==> src/frsf_map.vh <==
// frsf_map.vh: bit positions, reset values and timing counts for the result status bytes.
// assumes inclusion by the status flag module only; definitions only.
`ifndef FRSF_MAP_VH
`define FRSF_MAP_VH

// error status one
`define FRSF_E1_END_TRACK 7
`define FRSF_E1_UNUSED_HI 6
`define FRSF_E1_CRC 5
`define FRSF_E1_OVERRUN 4
`define FRSF_E1_UNUSED_LO 3
`define FRSF_E1_NOT_FOUND 2
`define FRSF_E1_WRITE_BLOCK 1
`define FRSF_E1_ID_ABSENT 0

// error status two
`define FRSF_E2_UNUSED 7
`define FRSF_E2_DELETED 6
`define FRSF_E2_DATA_CRC 5
`define FRSF_E2_CYL_MISMATCH 4
`define FRSF_E2_SCAN_EQUAL 3
`define FRSF_E2_SCAN_UNSAT 2
`define FRSF_E2_BAD_CYL 1
`define FRSF_E2_DATA_ABSENT 0

// drive line status
`define FRSF_DL_UNUSED 7
`define FRSF_DL_WPROT_HI 6
`define FRSF_DL_READY 5
`define FRSF_DL_TRACK0 4
`define FRSF_DL_WPROT_LO 3
`define FRSF_DL_HEAD 2
`define FRSF_DL_UNIT_HIGH 1
`define FRSF_DL_UNIT_LOW 0

`define FRSF_ERR_RESET 8'h00
`define FRSF_BAD_CYL_VALUE 8'hFF

// result byte index, in read order
`define FRSF_IDX_ONE 2'h0
`define FRSF_IDX_TWO 2'h1
`define FRSF_IDX_DRIVE 2'h2

// overrun window in nanoseconds, and derived cycles at 8 ns
`define FRSF_OVERRUN_NS 13000
`define FRSF_CLK_NS 8
`define FRSF_OVERRUN_CYC (`FRSF_OVERRUN_NS / `FRSF_CLK_NS)

`endif

==> src/frsf_status.v <==
// frsf_status.v: result phase status bytes of a floppy controller, read via data register.
// assumes command engine strobes on ref_clk; drive lines arrive asynchronously.
`timescale 1ns/1ns
`default_nettype none
`include "frsf_map.vh"

module frsf_status #(
  parameter OVERRUN_CYC = `FRSF_OVERRUN_CYC
) (
  input wire ref_clk,
  input wire arst_n,
  // command engine
  input wire cmd_start,
  input wire [2:0] cmd_kind,
  input wire sector_past_end,
  input wire id_crc_fail,
  input wire data_crc_fail,
  input wire sector_missing,
  input wire id_field_bad,
  input wire index_pulse,
  input wire id_mark_seen,
  input wire data_mark_missing,
  input wire deleted_mark_seen,
  input wire [7:0] cyl_on_medium,
  input wire [7:0] internal_id_holding,
  input wire cyl_check,
  input wire scan_equal_hit,
  input wire scan_exhausted,
  input wire byte_pending,
  input wire byte_serviced,
  input wire write_attempt,
  input wire result_start,
  // drive side
  input wire write_protect_in,
  input wire track0_in,
  input wire head_side_bit,
  input wire unit_sel_high,
  input wire unit_sel_low,
  // host data register
  input wire data_rd,
  output wire host_transfer_ready,
  output wire transfer_direction,
  output reg [7:0] data_out,
  output wire result_done
);

  // command kinds
  localparam [2:0] CMD_READ = 3'h0;
  localparam [2:0] CMD_WRITE = 3'h1;
  localparam [2:0] CMD_WRITE_DEL = 3'h2;
  localparam [2:0] CMD_SCAN = 3'h3;
  localparam [2:0] CMD_READ_ID = 3'h4;
  localparam [2:0] CMD_READ_TRACK = 3'h5;
  localparam [2:0] CMD_FORMAT = 3'h6;
  localparam [2:0] CMD_OTHER = 3'h7;

  // result states
  localparam [1:0] ST_IDLE = 2'h0;
  localparam [1:0] ST_SEND = 2'h1;

  //////////////////////////////////////////////////////////////////////////////
  // drive input synchronisers
  reg [1:0] wp_sync_reg;
  reg [1:0] t0_sync_reg;
  always @(posedge ref_clk or negedge arst_n) begin
    if (!arst_n) begin
      wp_sync_reg <= 2'h0;
      t0_sync_reg <= 2'h0;
    end else begin
      wp_sync_reg <= {wp_sync_reg[0], write_protect_in};
      t0_sync_reg <= {t0_sync_reg[0], track0_in};
    end
  end
  wire wp_level = wp_sync_reg[1];
  wire t0_level = t0_sync_reg[1];

  //////////////////////////////////////////////////////////////////////////////
  // event qualification
  function is_kind;
    input [2:0] kind;
    input [2:0] a;
    input [2:0] b;
    input [2:0] c;
    begin
      is_kind = (kind == a) || (kind == b) || (kind == c);
    end
  endfunction

  reg [2:0] kind_reg;
  reg [1:0] index_cnt_reg;
  reg [1:0] index_cnt_next;
  reg [12:0] wait_cnt_reg;
  reg [12:0] wait_cnt_next;

  // last count of the service window; counter is 13 bits, so the window must fit
  localparam [12:0] WAIT_LAST = OVERRUN_CYC[12:0] - 13'h1;

  wire cyl_differs = cyl_check && (cyl_on_medium != internal_id_holding);
  wire set_end = sector_past_end;
  wire set_crc = id_crc_fail || data_crc_fail;
  wire overrun_hit = byte_pending && !byte_serviced &&
                     (wait_cnt_reg == WAIT_LAST);
  wire nf_rw = sector_missing && is_kind(kind_reg, CMD_READ, CMD_WRITE_DEL, CMD_SCAN);
  wire nf_id = id_field_bad && (kind_reg == CMD_READ_ID);
  wire nf_trk = sector_missing && (kind_reg == CMD_READ_TRACK);
  wire set_wblk = write_attempt && wp_level &&
                  is_kind(kind_reg, CMD_WRITE, CMD_WRITE_DEL, CMD_FORMAT);
  wire id_absent = index_pulse && !id_mark_seen && (index_cnt_reg == 2'h1);
  wire set_del = deleted_mark_seen &&
                 is_kind(kind_reg, CMD_READ, CMD_SCAN, CMD_SCAN);
  wire set_cyl = cyl_differs;
  wire set_bad = cyl_differs && (cyl_on_medium == `FRSF_BAD_CYL_VALUE);
  wire set_nf = nf_rw || nf_id || nf_trk || cyl_differs;
  wire scan_cmd = (kind_reg == CMD_SCAN);

  // index pulses counted since last id mark
  // saturates at two, so a long search cannot wrap and hide the second pulse
  always @* begin
    index_cnt_next = index_cnt_reg;
    if (cmd_start || id_mark_seen)
      index_cnt_next = 2'h0;
    else if (index_pulse && index_cnt_reg != 2'h2)
      index_cnt_next = index_cnt_reg + 2'h1;
  end

  // host service window for each pending byte
  always @* begin
    wait_cnt_next = 13'h0;
    // any service or idle cycle restarts the window for the next byte
    if (byte_pending && !byte_serviced && wait_cnt_reg != WAIT_LAST)
      wait_cnt_next = wait_cnt_reg + 13'h1;
  end

  //////////////////////////////////////////////////////////////////////////////
  // sticky flags; a set in the clearing cycle wins over the clear
  reg [7:0] err_one_reg;
  reg [7:0] err_two_reg;
  reg [7:0] err_one_next;
  reg [7:0] err_two_next;

  always @* begin
    err_one_next = cmd_start ? `FRSF_ERR_RESET : err_one_reg;
    err_two_next = cmd_start ? `FRSF_ERR_RESET : err_two_reg;
    if (set_end)
      err_one_next[`FRSF_E1_END_TRACK] = 1'b1;
    if (set_crc)
      err_one_next[`FRSF_E1_CRC] = 1'b1;
    if (overrun_hit)
      err_one_next[`FRSF_E1_OVERRUN] = 1'b1;
    if (set_nf)
      err_one_next[`FRSF_E1_NOT_FOUND] = 1'b1;
    if (set_wblk)
      err_one_next[`FRSF_E1_WRITE_BLOCK] = 1'b1;
    if (id_absent) begin
      err_one_next[`FRSF_E1_ID_ABSENT] = 1'b1;
      err_two_next[`FRSF_E2_DATA_ABSENT] = 1'b1;
    end
    if (set_del)
      err_two_next[`FRSF_E2_DELETED] = 1'b1;
    if (data_crc_fail)
      err_two_next[`FRSF_E2_DATA_CRC] = 1'b1;
    if (set_cyl)
      err_two_next[`FRSF_E2_CYL_MISMATCH] = 1'b1;
    if (scan_cmd && scan_equal_hit)
      err_two_next[`FRSF_E2_SCAN_EQUAL] = 1'b1;
    if (scan_cmd && scan_exhausted)
      err_two_next[`FRSF_E2_SCAN_UNSAT] = 1'b1;
    if (set_bad)
      err_two_next[`FRSF_E2_BAD_CYL] = 1'b1;
    if (data_mark_missing)
      err_two_next[`FRSF_E2_DATA_ABSENT] = 1'b1;
    // unused bits forced low whatever happened above
    err_one_next[`FRSF_E1_UNUSED_HI] = 1'b0;
    err_one_next[`FRSF_E1_UNUSED_LO] = 1'b0;
    err_two_next[`FRSF_E2_UNUSED] = 1'b0;
  end

  //////////////////////////////////////////////////////////////////////////////
  // named views of the staged flags; both error status bytes are built from these
  // staged values, so an event in the loading cycle is not lost
  wire end_track_flag = err_one_next[`FRSF_E1_END_TRACK];
  wire crc_fault_flag = err_one_next[`FRSF_E1_CRC];
  wire overrun_flag = err_one_next[`FRSF_E1_OVERRUN];
  wire sector_not_found_flag = err_one_next[`FRSF_E1_NOT_FOUND];
  wire write_blocked_flag = err_one_next[`FRSF_E1_WRITE_BLOCK];
  wire id_mark_absent_flag = err_one_next[`FRSF_E1_ID_ABSENT];
  wire deleted_mark_flag = err_two_next[`FRSF_E2_DELETED];
  wire data_field_crc_flag = err_two_next[`FRSF_E2_DATA_CRC];
  wire cylinder_mismatch_flag = err_two_next[`FRSF_E2_CYL_MISMATCH];
  wire scan_equal_flag = err_two_next[`FRSF_E2_SCAN_EQUAL];
  wire scan_unsatisfied_flag = err_two_next[`FRSF_E2_SCAN_UNSAT];
  wire bad_cylinder_flag = err_two_next[`FRSF_E2_BAD_CYL];
  wire data_mark_absent_flag = err_two_next[`FRSF_E2_DATA_ABSENT];

  wire [7:0] error_status_one;
  assign error_status_one[`FRSF_E1_END_TRACK] = end_track_flag;
  assign error_status_one[`FRSF_E1_UNUSED_HI] = 1'b0;
  assign error_status_one[`FRSF_E1_CRC] = crc_fault_flag;
  assign error_status_one[`FRSF_E1_OVERRUN] = overrun_flag;
  assign error_status_one[`FRSF_E1_UNUSED_LO] = 1'b0;
  assign error_status_one[`FRSF_E1_NOT_FOUND] = sector_not_found_flag;
  assign error_status_one[`FRSF_E1_WRITE_BLOCK] = write_blocked_flag;
  assign error_status_one[`FRSF_E1_ID_ABSENT] = id_mark_absent_flag;

  wire [7:0] error_status_two;
  assign error_status_two[`FRSF_E2_UNUSED] = 1'b0;
  assign error_status_two[`FRSF_E2_DELETED] = deleted_mark_flag;
  assign error_status_two[`FRSF_E2_DATA_CRC] = data_field_crc_flag;
  assign error_status_two[`FRSF_E2_CYL_MISMATCH] = cylinder_mismatch_flag;
  assign error_status_two[`FRSF_E2_SCAN_EQUAL] = scan_equal_flag;
  assign error_status_two[`FRSF_E2_SCAN_UNSAT] = scan_unsatisfied_flag;
  assign error_status_two[`FRSF_E2_BAD_CYL] = bad_cylinder_flag;
  assign error_status_two[`FRSF_E2_DATA_ABSENT] = data_mark_absent_flag;

  always @(posedge ref_clk or negedge arst_n) begin
    if (!arst_n) begin
      err_one_reg <= `FRSF_ERR_RESET;
      err_two_reg <= `FRSF_ERR_RESET;
      kind_reg <= CMD_OTHER;
      index_cnt_reg <= 2'h0;
      wait_cnt_reg <= 13'h0;
    end else begin
      err_one_reg <= err_one_next;
      err_two_reg <= err_two_next;
      if (cmd_start)
        kind_reg <= cmd_kind;
      index_cnt_reg <= index_cnt_next;
      wait_cnt_reg <= wait_cnt_next;
    end
  end

  //////////////////////////////////////////////////////////////////////////////
  // drive line status, live
  // drive is never polled for ready; the bit is tied high
  wire drive_ready_bit = 1'b1;
  wire [7:0] drive_line_status;
  assign drive_line_status[`FRSF_DL_UNUSED] = 1'b0;
  assign drive_line_status[`FRSF_DL_WPROT_HI] = wp_level;
  assign drive_line_status[`FRSF_DL_READY] = drive_ready_bit;
  assign drive_line_status[`FRSF_DL_TRACK0] = t0_level;
  assign drive_line_status[`FRSF_DL_WPROT_LO] = wp_level;
  assign drive_line_status[`FRSF_DL_HEAD] = head_side_bit;
  assign drive_line_status[`FRSF_DL_UNIT_HIGH] = unit_sel_high;
  assign drive_line_status[`FRSF_DL_UNIT_LOW] = unit_sel_low;

  //////////////////////////////////////////////////////////////////////////////
  // result phase: three bytes out through the data register
  reg [1:0] state_reg;
  reg [1:0] state_next;
  reg [1:0] idx_reg;
  reg [1:0] idx_next;
  reg done_reg;

  function [7:0] pick_byte;
    input [1:0] idx;
    input [7:0] one;
    input [7:0] two;
    input [7:0] drv;
    begin
      case (idx)
        `FRSF_IDX_ONE: pick_byte = one;
        `FRSF_IDX_TWO: pick_byte = two;
        default: pick_byte = drv;
      endcase
    end
  endfunction

  // reads outside the ready window are ignored
  wire take_read = (state_reg == ST_SEND) && data_rd;

  always @* begin
    state_next = state_reg;
    idx_next = idx_reg;
    case (state_reg)
      ST_IDLE: begin
        if (result_start) begin
          state_next = ST_SEND;
          idx_next = `FRSF_IDX_ONE;
        end
      end
      ST_SEND: begin
        if (take_read) begin
          if (idx_reg == `FRSF_IDX_DRIVE)
            state_next = ST_IDLE;
          else
            idx_next = idx_reg + 2'h1;
        end
      end
      default: state_next = ST_IDLE;
    endcase
  end

  always @(posedge ref_clk or negedge arst_n) begin
    if (!arst_n) begin
      state_reg <= ST_IDLE;
      idx_reg <= 2'h0;
      data_out <= 8'h00;
      done_reg <= 1'b0;
    end else begin
      state_reg <= state_next;
      idx_reg <= idx_next;
      done_reg <= take_read && (idx_reg == `FRSF_IDX_DRIVE);
      // next byte staged so data_out is valid whenever ready is shown
      if (state_next == ST_SEND)
        data_out <= pick_byte(idx_next, error_status_one, error_status_two, drive_line_status);
      else if (take_read)
        data_out <= 8'h00;
    end
  end

  assign host_transfer_ready = (state_reg == ST_SEND);
  assign transfer_direction = (state_reg == ST_SEND);
  assign result_done = done_reg;

endmodule // frsf_status
`default_nettype wire

==> config.mk <==
export PLATFORM = sky130hd
export DESIGN_NAME = frsf_status
export DESIGN_NICKNAME = d
export VERILOG_FILES = /design/src/frsf_status.v
export VERILOG_INCLUDE_DIRS = /design/src
export SDC_FILE = /design/constraint.sdc
export NUM_CORES = 1
export LEC_CHECK = 0
export ABC_AREA = 1
export BUFFER_PORTS_ARGS = -buffer_cell sky130_fd_sc_hd__buf_4
export CAP_MARGIN = 20
export CORE_AREA = 10 10 82 84
export DETAILED_ROUTE_END_ITERATION = 7
export DIE_AREA = 0 0 92 94
export GPL_TIMING_DRIVEN = 1
export MAX_ROUTING_LAYER = met4
export PLACE_DENSITY = 0.82
export SETUP_SLACK_MARGIN = 0.2
export SLEW_MARGIN = 10
export SYNTH_ARGS = -nofsm -noshare
export SYNTH_HDL_FRONTEND = slang
export SYNTH_SLANG_ARGS = --single-unit
==> constraint.sdc <==
create_clock -name ref_clk -period 1.4 [get_ports ref_clk]
set_input_delay 0.28 -clock ref_clk [delete_from_list [all_inputs] [get_ports ref_clk]]
set_output_delay 0.28 -clock ref_clk [all_outputs]
set_load 0.01 [all_outputs]
==> After elaboration in Yosys (flattened, before gate mapping) <==
Cells that the tools add are included.
{ "word_totals": {"regBits": 48, "latch_bits": 0, "ram_bits": 0, "mem_bits_ro": 0, "input_bits": 44, "out_inout_bits": 11, "wordCells": 96, "mem_count": 0} }
{ "classes": {"addsub": 3, "n_mul": 0, "div": 0, "magnitude_cmp": 0, "n_eq_ne": 16, "shifts": 0, "mux": 30, "n_bitwise": 0, "n_reduce_logical": 36} }
{ "op_table": {"columns": ["op", "n"], "rows": [
  ["$mux 8", 3],
  ["$logic_and 1x1->1", 18],
  ["$mux 2", 8],
  ["$pmux 8 s2", 1],
  ["$mux 1", 14],
  ["$add 13x1->13 const B", 1],
  ["$eq 13x11->1 const B", 1],
  ["$mux 13", 1],
  ["$ne 13x11->1 const B", 1],
  ["$logic_or 1x1->1", 11],
  ["$eq 3x3->1 const B", 3],
  ["$eq 2x1->1 const B", 4],
  ["$eq 8x8->1 const B", 1],
  ["$ne 8x8->1", 1],
  ["$pmux 2 s2", 2],
  ["$mux 7", 1],
  ["$eq 3x2->1 const B", 2],
  ["$add 2x1->2 const B", 2],
  ["$logic_not 2->1", 2],
  ["$reduce_bool 2->1", 2],
  ["$eq 3x1->1 const B", 1],
  ["$logic_not 3->1", 1],
  ["$eq 2x2->1 const B", 1],
  ["$logic_not 1->1", 2],
  ["$ne 2x2->1 const B", 1]
]} }

==> Depth between registers and ports, before layout <==
{ "logic_depth": {"depth_word": 10, "mapped_depth": 14, "mapped_depth_nobuf": 14} }

==> Least setup slack after synthesis <==
Ideal clock, no wire load.
{ "synth_path": {"kind": "flip-flop to flip-flop", "start": "register idx_reg[1]", "end": "register data_out[2]", "setup_time_ns": 0.065, "t_arrival_ns": 1.454, "required_time_ns": 1.335, "path_slack_ns": -0.119, "path_stages_with_launch": 14, "path_buffers": 0, "path_cell_list": "dfrtp_1 > inv_1 > ha_1 > nand2_1 > o21ai_0 > nand2_1 > o21ai_4 > nor2_4 > nand2_1 > nand2_1 > inv_1 > nand2_1 > nand2_1 > nand2_1"} }
{ "synth_between": {"elab_chain_cells": 7} }
{ "synth_rtl": {"columns": ["element", "line_no", "source"], "rows": [
  ["start: declaration", "frsf_status.v:250", "reg [1:0] idx_reg;"],
  ["start signal: assignment", "frsf_status.v:301", "idx_reg <= idx_next;"],
  ["$add 2x1->2 / $eq 2x2->1 (equally long branches)", null, null],
  ["$mux 2", "frsf_status.v:283", "if (idx_reg == `FRSF_IDX_DRIVE)"],
  ["$mux 2", "frsf_status.v:282", "if (take_read) begin"],
  ["$pmux 2 s2 *", "frsf_status.v:274", "case (state_reg)"],
  ["net idx_next[1]", "frsf_status.v:251", "reg [1:0] idx_next;"],
  ["$eq 2x1->1 / $logic_not 2->1 (equally long branches)", "frsf_status.v:260", "case (idx)"],
  ["$pmux 8 s2 *", "frsf_status.v:260", null],
  ["$mux 8 *", "frsf_status.v:304", "if (state_next == ST_SEND)"],
  ["end signal: assignment", "frsf_status.v:305", "data_out <= pick_byte(idx_next, error_status_one, error_status_two, drive_line_status);"],
  ["end: declaration", "frsf_status.v:43", "output reg [7:0] data_out,"]
]} }
The timed path passes the listed nets; every way through them passes the cells marked *.
A chain may end at the register's enable or synchronous reset.

==> Worst setup path in the final report <==
{ "layout_path": {"start": "register idx_reg[1]", "end": "register data_out[5]"} }
The elaborated chain is that of the path after synthesis.

==> flow_results.org <==
** Timing
- Setup WS post-layout :: -170 ps
- The total count of max-transition violations in the final report is 0.
- Transition time of the tightest slew-check pin :: 600 ps
- Unrepaired setup endpoints after global routing :: yes
- Summed over all failing endpoints, the final setup total negative slack is -2620 ps.
- The final critical path takes up 112% of the cycle.
- Static timing analysis puts the maximum clock frequency at 0.637 GHz.
- The number of hold violations in the final report was 0.
- Worst rel slew slack :: 60.0%
- Between clock sinks in the finished design, the worst skew comes to 8.54 ps.
- Count of endpoints failing setup in the final report :: 21
- After layout, the minimum clock period comes to 1570 ps.
- Hold is met by 70.7 ps.

** Clocking
- Maximum clock insertion buffer count :: 2
- Counting the buffers created by CTS gives 5.
- TritonCTS built the clock tree.
- Worst-path clk slew :: 90 ps
- The cell sitting at the root of the clock tree is a sky130_fd_sc_hd__clkbuf_8.
- The clock drives 48 sinks.
- Clock insertion delay at the later pin of the skew report :: 310 ps
- The H-tree was split into 2 levels.

** Pwr
- Sequential Power Share :: 47.1%
- Clk pwr share :: 30.7%
- Summed over all cells, the static leakage comes to 1.79 nW.
- The design draws 0.00329 W.
- Summed over all nets, the switching power comes to 0.000909 W.
- Combinational cells account for 22.2% of the total power.
- Across the VDD grid, the largest voltage drop is 0.000868 V.
- In this run switching power makes up 27.7% of total power.
- Internal power comes to 0.00238 W.
- In this run the power density over the cells is 920 nW/um2.

** Setup path
- Bufs and invs on worst path :: 2
- The critical path in this run is classified as register to register.
- The critical path runs through a total of 9 cells.
- Maximum fanout encountered on the critical timing path :: 6
- Broken down by cell family, the worst path's largest delay share belongs to compound AO/OA/AOI/OAI gates.
- Critical path required time :: 1610 ps
- Worst-case reg-to-reg path depth :: 9
- For the worst setup path, the data arrival time is 1780 ps.
- The slowest stage of the critical path belongs to the cell sky130_fd_sc_hd__dfrtp_1.
- The worst setup path is captured at a register.
- Worst stage delay on the critical path :: 410 ps
- Startpoint type of the worst setup path :: register
- The critical path goes through inv_2 -> ha_4 -> nand2_1 -> o21ai_1 -> nand2_1 -> o21ai_4 -> buf_6 -> o31ai_2 -> o21ai_1.

** Yosys
- Top post-synthesis cells by area :: sky130_fd_sc_hd__dfrtp_1 (47%), sky130_fd_sc_hd__nand2_1 (16%), sky130_fd_sc_hd__inv_1 (6.4%), sky130_fd_sc_hd__nor2_1 (3.4%), sky130_fd_sc_hd__dfstp_2 (3.3%)
- Most numerous cell types in the synthesized netlist :: sky130_fd_sc_hd__nand2_1 (106), sky130_fd_sc_hd__dfrtp_1 (45), sky130_fd_sc_hd__inv_1 (41), sky130_fd_sc_hd__nor2_1 (22), sky130_fd_sc_hd__nand3_1 (15)
- Number of distinct library cells after synthesis :: 33
- Number of nets produced by synthesis :: 350
- Area fraction of the dominant cell type after synthesis :: 46.6%
- Average cell area after synthesis :: 8.05 um2
- Top cell type by total area after synthesis :: sky130_fd_sc_hd__dfrtp_1
- Counting flops and latches in the post-synthesis netlist gives 48.
- For this run, the number of Yosys warnings is 0.
- For this run, the leading register cell type out of synthesis is sky130_fd_sc_hd__dfrtp_1.
- The share of the Yosys chip area taken by registers is 49.9%.
- Synthesis produced 300 cells.
- Library cell with the highest instance count after synthesis :: sky130_fd_sc_hd__nand2_1
- Yosys mapped a number of flops with a built-in enable equal to 0.
- Cell Area, Synth :: 2410 um2
- Synth async-reset ratio :: 100%

** Place
- Global placement routability congestion :: 0.897
- Sum of net half-perimeters after detailed placement :: 4.40 mm
- Input and output buffers added on the ports amount to 54.

** Final layout
- The net count of the finished layout is 444.
- Relative area change from synthesis to final layout :: 48.1%
- Number of inserted diodes :: 0
- Max FFs per register :: 13
- The post-route netlist has 38.7% of its cells at a drive strength greater than 1.

** Die
- I/O pin count :: 55
- In this run the vertical extent of the chip is 94 um.
- Placement row count :: 26
- Initial core utilization :: 47.6%
- Measured along the x axis, the die boundary spans 92 um.
- The floorplan step defined a die boundary enclosing 8650 um2.
- Core area :: 5070 um2

** Global route
- First-pass GRT wire length :: 10.3 mm
- Entering global routing, the biggest net connects 49 pins.
- Total overflow reported by the global router :: 0
- The via count of the first global-routing pass is 2255.
- Initial antenna violation count :: 0
- Global routing used 15.0% of the available tracks across all layers.

** Routing
- After detailed routing, the number of remaining DRC violations is 0.
- Dividing the detail-routed wire length by the instance count gives 14.5 um.
- Routed WL :: 6.74 mm
- Summing over every cut layer, the via total after detailed routing is 2281.
- For this block, the initial DRC count from the detailed router was 116.
- In the routed layout, each cell is associated on average with a via count of 4.91.
- 1st-pass router iterations :: 4
- Once detail routing completed, the nets flagged for antenna violations numbered 0.

** Worst hold path
- Worst Hold Path Cells :: 1
- The tightest min-delay check is of the primary input to register type.

** Run status
- The final reports fail on setup timing.
- Run status :: finished, violations left

** Run
- Across the run, the number of max-cap violations was 0.
kinds of logic after synthesis:
group | synth area share (%)
AO/OA/AOI/OAI | 6.11
XOR/XNOR | 1.81
adder cells (fa/ha/maj) | 3.11
buffers and inverters | 7.41
flip-flops | 49.9
other | 0.155
AND/OR/NAND/NOR | 31.5
per-stage QoR:
| stage | util (%) | setup WS (ps) | cell area [um2] | instances |
|---|---|---|---|---|
| after floorplan | - | -46.2 | 2480 | 300 |
| after global routing | 70.5 | -256 | 3580 | 465 |
| final | 70.5 | -170 | 3580 | 465 |
| after global placement | 60.2 | -56.4 | 3060 | 434 |
| after detailed placement | 60.2 | -146 | 3060 | 434 |
| after CTS | 67.3 | -138 | 3410 | 460 |
power groups by stage:
stage	combinational, W	clock (W)	sequential, W
global placement	0.000596	0	0.00157
detailed placement	0.000616	0	0.00157
finish	0.000730	0.00101	0.00155
global route	0.000813	0.00108	0.00156
CTS	0.000692	0.00102	0.00154
floorplan	0.000291	0	0.00158
layer usage:
layer	vias up	GRT usage, %	part of all wire, %
li1	1115	-	-
met1	1087	15.8	38
met2	61	27.5	54
met3	18	3.68	5.5
met4	0	4.11	2.6
met5	-	-	0
placed cells by master (no fill, tap or decap), drive strengths merged:
| cell | n |
|---|---|
| a21o | 1 |
| o21ai | 15 |
| o21a | 1 |
| nand3 | 18 |
| xnor2 | 4 |
| dfstp | 3 |
| inv | 43 |
| nand2 | 106 |
| nand4 | 4 |
| dlygate4sd3 | 1 |
| a21oi | 4 |
| nor2 | 29 |
| clkbuf | 6 |
| dfrtp | 45 |
| nor3 | 4 |
| clkinv | 2 |
| o31ai | 1 |
| xor2 | 1 |
| nor4 | 1 |
| nand3b | 1 |
| buf | 88 |
| nor3b | 7 |
| a21boi | 1 |
| conb | 1 |
| ha | 6 |
| bufinv | 1 |
| a211oi | 1 |
layout make-up:
cell class	count	area [um2]
Multi-Input combinational cell	206	1260
Clock buffer	6	72.6
Fill cell	392	1500
Clock inverter	2	35.0
Inverter	43	163
Timing Repair Buffer	89	753
Sequential cell	48	1200
Tap cell	70	87.6
Timing Repair inverter	1	3.75
path summary, 6_finish.rpt:
kind / start / end / slack (ps)
setup / recovery: idx_reg[1] / data_out[5] / -170
hold / removal: track0_in / t0_sync_reg[0] / 70
setup reg to reg: idx_reg[1] / data_out[5] / -170
hold reg to reg: wp_sync_reg[0] / wp_sync_reg[1] / 390
max in group asynchronous: arst_n / err_two_reg[6] / 480
min in group asynchronous: arst_n / wait_cnt_reg[8] / 510
repair_timing:
| item | 4_1_cts | 5_1_grt |
|---|---|---|
| cloned | 2 | 0 |
| endpoints found under the setup margin | 24 | 28 |
| endpoints found under the hold margin | 37 | 0 |
| hold buffers | 1 | 0 |
| setup buffers | 15 | 5 |
| pin swaps | 15 | 20 |
| resized for setup | 30 | 27 |
(Power assumes the default switching activity.)
